$ cat src/include/ccs_pkg.sv
// Purpose: Shared types and constants of the clock source controller
// Assumes: 10 MHz system clock
// Notes: Register offsets are byte addresses on a 32-bit bus
package ccs_pkg;
    localparam int unsigned CLK_HZ = 10_000_000;
    localparam int unsigned OST_COUNT = 1024;
    localparam int unsigned INT_WAKE_NS = 5000;
    localparam int unsigned INT_WAKE_CYC =
        (INT_WAKE_NS * (CLK_HZ / 1_000_000) + 999) / 1000;
    localparam logic [10:0] OST_LAST = 11'(OST_COUNT - 1);
    localparam logic [7:0] WAKE_LAST = 8'(INT_WAKE_CYC - 1);

    localparam logic [7:0] REG_CTRL = 8'h00;
    localparam logic [7:0] REG_STAT = 8'h04;
    localparam logic [7:0] REG_IRQ_STAT = 8'h08;
    localparam logic [7:0] REG_IRQ_MASK = 8'h0c;

    localparam int CTRL_SCS = 0;
    localparam int CTRL_TWO_SPEED = 1;
    localparam int CTRL_SLOW_INT = 2;
    localparam logic [2:0] CTRL_RESET = 3'h0;

    localparam int IRQ_OST_DONE = 0;
    localparam int IRQ_CLK_FAIL = 1;
    localparam int IRQ_WAKE_DONE = 2;
    localparam logic [2:0] IRQ_RESET = 3'h0;

    localparam int STAT_MODE = 0;
    localparam int STAT_HOLD = 3;
    localparam int STAT_FAILED = 4;
    localparam int STAT_OST = 5;
    localparam int STAT_SRC = 6;

    typedef enum logic [2:0] {
        EXT_CLOCK_INPUT_MODE = 3'h0,
        LOW_GAIN_CRYSTAL_MODE = 3'h1,
        MEDIUM_GAIN_CRYSTAL_MODE = 3'h2,
        HIGH_GAIN_CRYSTAL_MODE = 3'h3,
        RC_OSC_QUARTER_CLOCK_OUT_MODE = 3'h4,
        RC_OSC_IO_MODE = 3'h5,
        INTERNAL_OSC_QUARTER_CLOCK_OUT_MODE = 3'h6,
        INTERNAL_OSC_IO_MODE = 3'h7
    } ccs_mode_t;

    typedef enum logic [1:0] {
        SRC_EXT = 2'h0,
        SRC_FAST_INT = 2'h1,
        SRC_SLOW_INT = 2'h2
    } ccs_src_t;

    typedef enum logic [1:0] {
        GAIN_OFF = 2'h0,
        GAIN_LOW = 2'h1,
        GAIN_MED = 2'h2,
        GAIN_HIGH = 2'h3
    } ccs_gain_t;

    typedef enum {ST_POWERUP_DELAY_TIMER, ST_OST, ST_INT_WAKE, ST_RUN} ccs_st_t;

    typedef struct packed {
        logic cyc;
        logic stb;
        logic we;
        logic [7:0] adr;
        logic [3:0] sel;
        logic [31:0] dat;
    } ccs_wb_req_t;

    typedef struct packed {
        logic ack;
        logic [31:0] dat;
    } ccs_wb_rsp_t;
endpackage : ccs_pkg

$ cat src/hdl/ccs_clock_ctrl.sv
// Purpose: Clock mode decode, start-up timing and fail-safe clock handover
// Assumes: Mode field is stable configuration, captured during reset
// Notes: Wishbone classic slave; ack one cycle after the request edge
//
// Overview of operation
// - Eight clock modes are chosen by a three-bit mode field.
// - External clock mode clocks from osc input and frees pin4 as I/O.
// - RC clock-out mode drives oscillator frequency divided by four on pin4.
// - RC I/O mode frees the osc output pin as port A bit four.
// - Internal clock-out mode drives clock/4 on pin4, frees pin5.
// - Internal I/O mode frees both pin4 and pin5 as I/O.
// - Crystal modes count 1024 osc edges after power-up delay or wake.
// - Execution is held while the start-up timer counts.
// - External clock mode skips the start-up timer entirely.
// - Logic is static; a stopped clock freezes all state intact.
// - Amplifier gain follows crystal mode: low, medium or high.
// - Internal oscillator modes wait about five microseconds after reset or wake.
// - Loss of external clock switches the system clock to internal.
// - Two internal sources exist: fast 8 MHz and slow 31 kHz.
// - Software selects external or internal clock by source select bit.
// - Two-speed start-up lets code run during oscillator start-up.
// - Source select bit sits at bit zero of the control register.
//
// Chosen here: the Wishbone register port and the register addresses.
`timescale 1ns/1ps
module ccs_clock_ctrl #(
    parameter int unsigned FAIL_TIMEOUT = 256
) (
    input wire logic clk,
    input wire logic rst,
    input wire ccs_pkg::ccs_wb_req_t wb_req,
    output ccs_pkg::ccs_wb_rsp_t wb_rsp,
    input wire logic [2:0] clock_mode_select,
    input wire logic osc_input_pin,
    input wire logic por_event,
    input wire logic wake_event,
    input wire logic powerup_delay_timer_enable,
    input wire logic powerup_delay_timer_expired,
    output logic cpu_hold,
    output ccs_pkg::ccs_src_t sysclk_source,
    output ccs_pkg::ccs_gain_t amp_gain,
    output logic pin4_o,
    output logic pin4_oe,
    output logic pin4_gpio,
    output logic pin5_gpio,
    output logic irq
);
    import ccs_pkg::*;

    typedef struct packed {
        ccs_st_t st;
        ccs_mode_t mode;
        logic [10:0] ost_cnt;
        logic [7:0] wake_cnt;
        logic [15:0] fail_cnt;
        logic failed;
        logic [2:0] ctrl;
        logic [2:0] irq_stat;
        logic [2:0] irq_mask;
        logic ack;
        logic [31:0] rdata;
        logic [1:0] div;
        logic osc_s1;
        logic osc_s2;
        logic osc_s3;
    } ccs_state_t;

    ccs_state_t s_q;
    ccs_state_t s_d;

    function automatic logic is_crystal(input ccs_mode_t m);
        return m == LOW_GAIN_CRYSTAL_MODE || m == MEDIUM_GAIN_CRYSTAL_MODE
            || m == HIGH_GAIN_CRYSTAL_MODE;
    endfunction : is_crystal

    function automatic logic is_internal(input ccs_mode_t m);
        return m == INTERNAL_OSC_QUARTER_CLOCK_OUT_MODE || m == INTERNAL_OSC_IO_MODE;
    endfunction : is_internal

    // First step after the power-up delay or a wake
    function automatic ccs_st_t start_state(input ccs_mode_t m);
        if (is_crystal(m)) begin
            return ST_OST;
        end
        if (is_internal(m)) begin
            return ST_INT_WAKE;
        end
        return ST_RUN;
    endfunction : start_state

    logic osc_edge;
    logic two_speed;
    logic bus_req;
    logic [2:0] irq_set;
    logic [2:0] irq_clr;
    ccs_src_t int_src;

    assign osc_edge = s_q.osc_s2 & ~s_q.osc_s3;
    assign two_speed = s_q.ctrl[CTRL_TWO_SPEED];
    assign bus_req = wb_req.cyc & wb_req.stb & ~s_q.ack;
    assign int_src = s_q.ctrl[CTRL_SLOW_INT] ? SRC_SLOW_INT : SRC_FAST_INT;

    always_comb begin
        s_d = s_q;
        irq_set = 3'h0;
        irq_clr = 3'h0;
        s_d.osc_s1 = osc_input_pin;
        s_d.osc_s2 = s_q.osc_s1;
        s_d.osc_s3 = s_q.osc_s2;

        // Quarter-rate divider: osc edges in RC clock-out mode, system clock otherwise
        if (s_q.mode == RC_OSC_QUARTER_CLOCK_OUT_MODE) begin
            s_d.div = s_q.div + 2'(osc_edge);
        end else begin
            s_d.div = s_q.div + 2'h1;
        end

        unique case (s_q.st)
            ST_POWERUP_DELAY_TIMER: begin
                if (!powerup_delay_timer_enable || powerup_delay_timer_expired) begin
                    s_d.st = start_state(s_q.mode);
                end
            end
            ST_OST: begin
                if (osc_edge) begin
                    if (s_q.ost_cnt == OST_LAST) begin
                        s_d.st = ST_RUN;
                        irq_set[IRQ_OST_DONE] = 1'b1;
                    end else begin
                        s_d.ost_cnt = s_q.ost_cnt + 11'h1;
                    end
                end
            end
            ST_INT_WAKE: begin
                if (s_q.wake_cnt == WAKE_LAST) begin
                    s_d.st = ST_RUN;
                    irq_set[IRQ_WAKE_DONE] = 1'b1;
                end else begin
                    s_d.wake_cnt = s_q.wake_cnt + 8'h1;
                end
            end
            ST_RUN: begin
            end
        endcase

        // Fail monitor watches osc edges once an external source is running
        if (!is_internal(s_q.mode) && s_q.st == ST_RUN && !s_q.failed) begin
            if (osc_edge) begin
                s_d.fail_cnt = 16'h0;
            end else if (s_q.fail_cnt == 16'(FAIL_TIMEOUT - 1)) begin
                s_d.failed = 1'b1;
                irq_set[IRQ_CLK_FAIL] = 1'b1;
            end else begin
                s_d.fail_cnt = s_q.fail_cnt + 16'h1;
            end
        end

        // Reset-like events restart the start-up sequence from zero
        if (por_event || wake_event) begin
            s_d.ost_cnt = 11'h0;
            s_d.wake_cnt = 8'h0;
            s_d.fail_cnt = 16'h0;
            s_d.failed = 1'b0;
            s_d.st = por_event ? ST_POWERUP_DELAY_TIMER : start_state(s_q.mode);
        end

        // Register slave
        s_d.ack = bus_req;
        s_d.rdata = 32'h0;
        if (bus_req && wb_req.we && wb_req.sel[0]) begin
            unique case (wb_req.adr)
                REG_CTRL: s_d.ctrl = wb_req.dat[2:0];
                REG_IRQ_STAT: irq_clr = wb_req.dat[2:0];
                REG_IRQ_MASK: s_d.irq_mask = wb_req.dat[2:0];
                default: ;
            endcase
        end
        if (bus_req && !wb_req.we) begin
            unique case (wb_req.adr)
                REG_CTRL: s_d.rdata[2:0] = s_q.ctrl;
                REG_STAT: begin
                    s_d.rdata[STAT_MODE +: 3] = s_q.mode;
                    s_d.rdata[STAT_HOLD] = cpu_hold;
                    s_d.rdata[STAT_FAILED] = s_q.failed;
                    s_d.rdata[STAT_OST] = s_q.st == ST_OST;
                    s_d.rdata[STAT_SRC +: 2] = sysclk_source;
                end
                REG_IRQ_STAT: s_d.rdata[2:0] = s_q.irq_stat;
                REG_IRQ_MASK: s_d.rdata[2:0] = s_q.irq_mask;
                default: ;
            endcase
        end
        // A new event wins over a clear written in the same cycle
        s_d.irq_stat = (s_q.irq_stat & ~irq_clr) | irq_set;
    end

    // Nothing moves without a clock edge, so a stopped clock keeps all state
    always_ff @(posedge clk) begin
        if (rst) begin
            s_q <= '{st: ST_POWERUP_DELAY_TIMER, mode: ccs_mode_t'(clock_mode_select),
                     ctrl: CTRL_RESET, irq_stat: IRQ_RESET,
                     irq_mask: IRQ_RESET, default: '0};
        end else begin
            s_q <= s_d;
        end
    end

    always_comb begin
        sysclk_source = SRC_EXT;
        if (is_internal(s_q.mode) || s_q.ctrl[CTRL_SCS] || s_q.failed
            || (two_speed && s_q.st == ST_OST)) begin
            sysclk_source = int_src;
        end
    end

    always_comb begin
        unique case (s_q.mode)
            LOW_GAIN_CRYSTAL_MODE: amp_gain = GAIN_LOW;
            MEDIUM_GAIN_CRYSTAL_MODE: amp_gain = GAIN_MED;
            HIGH_GAIN_CRYSTAL_MODE: amp_gain = GAIN_HIGH;
            default: amp_gain = GAIN_OFF;
        endcase
    end

    // Execution stalls during every start-up wait, except the crystal count when two-speed is on
    assign cpu_hold = s_q.st == ST_POWERUP_DELAY_TIMER || s_q.st == ST_INT_WAKE
        || (s_q.st == ST_OST && !two_speed);

    assign pin4_oe = s_q.mode == RC_OSC_QUARTER_CLOCK_OUT_MODE
        || s_q.mode == INTERNAL_OSC_QUARTER_CLOCK_OUT_MODE;
    assign pin4_o = pin4_oe & s_q.div[1];
    assign pin4_gpio = s_q.mode == EXT_CLOCK_INPUT_MODE
        || s_q.mode == RC_OSC_IO_MODE
        || s_q.mode == INTERNAL_OSC_IO_MODE;
    assign pin5_gpio = is_internal(s_q.mode);

    assign irq = |(s_q.irq_stat & s_q.irq_mask);
    assign wb_rsp.ack = s_q.ack;
    assign wb_rsp.dat = s_q.rdata;
endmodule : ccs_clock_ctrl

$ cat config.mk
export PLATFORM = sky130hd
export DESIGN_NAME = ccs_clock_ctrl
export DESIGN_NICKNAME = d
export VERILOG_FILES = /design/src/include/ccs_pkg.sv /design/src/hdl/ccs_clock_ctrl.sv
export SDC_FILE = /design/constraint.sdc
export NUM_CORES = 1
export LEC_CHECK = 0
export BUFFER_PORTS_ARGS = -buffer_cell sky130_fd_sc_hd__buf_2
export CAP_MARGIN = 20
export CORE_ASPECT_RATIO = 0.9
export CORE_MARGIN = 5
export CORE_UTILIZATION = 56
export DETAILED_ROUTE_END_ITERATION = 12
export PLACE_DENSITY = 0.85
export SETUP_SLACK_MARGIN = 0.1
export SYNTH_ARGS = -nofsm -noshare
export SYNTH_HDL_FRONTEND = slang
export SYNTH_SLANG_ARGS = --single-unit
$ cat constraint.sdc
create_clock -name clk -period 3.9 [get_ports clk]
set_input_delay 0.39 -clock clk [delete_from_list [all_inputs] [get_ports clk]]
set_output_delay 0.39 -clock clk [all_outputs]
set_load 0.1 [all_outputs]
==> impl_metrics.tcl <==
set metrics [dict create \
    yosys.area.top_type "dfxtp_1" \
    drive_above_1_share_pct 17.9 \
    ys_warn_count 0 \
    synth-seq-cells 64 \
    port_buffers 43 \
    first_global_vias 2608 \
    route.detailed.drc 0 \
    cp_data_required_time_ps 3510 \
    number_of_antenna_violations_at_the_first_check_in_global_routing 0 \
    fmaxAchievable_ghz 0.442 \
    report.final.hold_viol_count 0 \
    max_slew_margin_pct 55.1 \
    cts_tree "yes" \
    detailedPlacementHpwl_mm 5.27 \
    die_w_um 92.7 \
    setup_violations 0 \
    count_of_maximum_capacitance_violations 0 \
    final_max_slew_viol_count 0 \
    clock_latency_ps 330 \
    critical_path.endpoint_type "output port" \
    power-per-cell-area_nw_per_um2 391 \
    cts_inserted_buffers 9 \
    synth_top_area_share_pct 35.4 \
    critPathKind "flop to output port" \
    cts_resized 0 \
    htree_levels 3 \
    grt_total_usage_pct 18.8 \
    cell_types_with_the_largest_area_share_after_synthesis "dfxtp_1 35%, buf_4 7.6%, a21oi_1 3.5%" \
    clkTransAtPathRegs_ps 70 \
    routed-via-count 2788 \
    minimum_period_implied_by_the_final_worst_setup_slack_ps 2260 \
    grt_setup_unrepaired "false" \
    global_route.overflow_total 0 \
    clockRootBuffer "clkbuf_8" \
    max-clock-path-buffers 2 \
    floorplan.rows 27 \
    yosysMostFrequentCell "dfxtp_1" \
    number_of_sinks_on_the_clock_net 64 \
    final-instance-count-excl-fill 491 \
    fin_worst_skew_ps 6.33 \
    async_flop_share_pct 0 \
    gpl.final_weighted_congestion 0.916 \
    hold_buffers 0 \
    postRouteAntennaNets 0 \
    initialDrtViolationCount 200 \
    synth_cell_types 59 \
    syn_area_sq_um 3450 \
    vias_per_cell 5.68 \
    wl_mm 7.03 \
    crit_path_start_kind "flop" \
    die_height_um 84.5 \
    fin_tns_setup_ps 0 \
    insertedDiodeCount 0 \
    grt_pass1_wl_mm 11.9 \
    final.period_utilization_pct 58.0 \
    worst_slew_pin_slew_ps 668 \
    num-nets-final 480 \
    layout_overhead_on_the_synthesized_area_pct 7.51 \
    grt_max_degree 25 \
    number_of_enable_flip_flop_cells_after_synthesis 3 \
    share_of_synthesized_area_occupied_by_flip_flops_and_latches_pct 38.0 \
    placed_cells 475 \
    run_status "finished, final reports clean" \
    synth_common_cells "61 x dfxtp_1, 35 x buf_4, 32 x nand2_1" \
    cts.repair_timing.setup_buffer_count 0 \
    hp-class "input pin to flop" \
    vdd_drop_max_v 0.000244 \
    power.leakage_nw 1.39 \
    fp.dieArea_sq_um 7830 \
    drt-wirelength-per-cell_um 14.3 \
    post-route-util_pct 61.3 \
    initial_core_util_pct 57.0 \
    syn_inst_count 383 \
    detail_route.first_pass.iterations 4 \
    critical_path_peak_fanout 6 \
    dominantRegCellSynth "dfxtp_1" \
    arrival_ps 1870 \
    io-pin-count 100 \
    core-area_sq_um 6050 \
    post_synth.cell_area_avg_sq_um 9.01 \
]
power by group:
group | switching [mW] | leakage (nW) | total [mW] | internal, mW
combinational | 0.214 | 0.765 | 0.257 | 0.0431
clock | 0.235 | 0.0992 | 0.514 | 0.280
sequential | 0.0107 | 0.522 | 0.679 | 0.668
layer usage:
metal  wire length, um  GRT usage [%]  vias up
met2              3370           29.8      103
met1              3030           23.8     1296
met5                 0              0        -
li1                  -              -     1380
met4                68           5.86        0
met3               562           6.99        9
path summary, 6_finish.rpt:
check                           depth (start not counted)                 start                to  slack, ps
worst min register to register                          1                s_d[1]            s_d[0]        440
worst max register to register                          4               s_d[85]           s_q[57]       2010
worst max-delay path                                    6               s_q[87]  sysclk_source[0]       1640
worst min-delay path                                    1  clock_mode_select[1]           s_d[84]        230
cell usage in the layout, fill, tap and decap left out, drive strengths merged, types with 2 or more instances in the layout:
cell	n
nand3b	2
a2111oi	2
nor2	20
ha	9
or3	8
o22ai	2
nand2	32
a21oi	25
nor2b	12
and3	6
a31oi	4
mux4	3
buf	43
inv	14
clkbuf	13
conb	24
clkinv	3
or4	3
nand3	10
nor3	4
a211oi	2
xor2	8
edfxtp	3
or4b	3
mux2i	12
dfxtp	61
and2	6
xnor2	2
o211ai	2
o21ai	22
and3b	2
o31ai	2
and4	5
o41ai	2
nand2b	13
nor4	8
nand4	15
logic make-up after synthesis:
| family | count (synthesis) | share of synthesized area [%] |
|---|---|---|
| compound gates | 69 | 13.0 |
| xor+xnor | 10 | 2.54 |
| fa+ha+maj | 9 | 3.26 |
| buf+inv | 60 | 10.7 |
| flops | 64 | 38.0 |
| mux | 16 | 5.77 |
| other cells | 1 | 0.109 |
| simple gates | 154 | 26.6 |
stage by stage:
stage	total power [mW]	hold slack, ps	setup slack [ps]	cell area [sq um]
6_report	1.45	229	1640	3710
5_1_grt	1.51	198	1430	3710
4_1_cts	1.47	203	1600	3710
3_5_place_dp	0.949	422	1790	3520
3_3_place_gp	0.946	423	1930	3520
2_1_floorplan	0.932	414	695	3540
sequential cells by signal (all words and copies together), names as in the netlist:
signal / flops
s_d: 5
s_q: 50
wb_rsp: 9
final cells by class:
| class | count | area [sq um] |
|---|---|---|
| Clock buffer | 13 | 169 |
| Timing Repair Buffer | 43 | 215 |
| Tap cell | 72 | 90.1 |
| Fill cell | 503 | 2340 |
| Inverter | 14 | 52.6 |
| Multi-Input combinational cell | 282 | 1860 |
| Sequential cell | 64 | 1310 |
| Clock inverter | 3 | 15.0 |
worst max-delay path, cell delays in order (launching register included):
cell and delay, ps:
dfxtp_1 340, inv_1 90, ha_1 290, a21oi_1 130, and2_1 180, nor2_1 80, buf_2 430
Note: power is estimated with default switching activity, not from simulation.
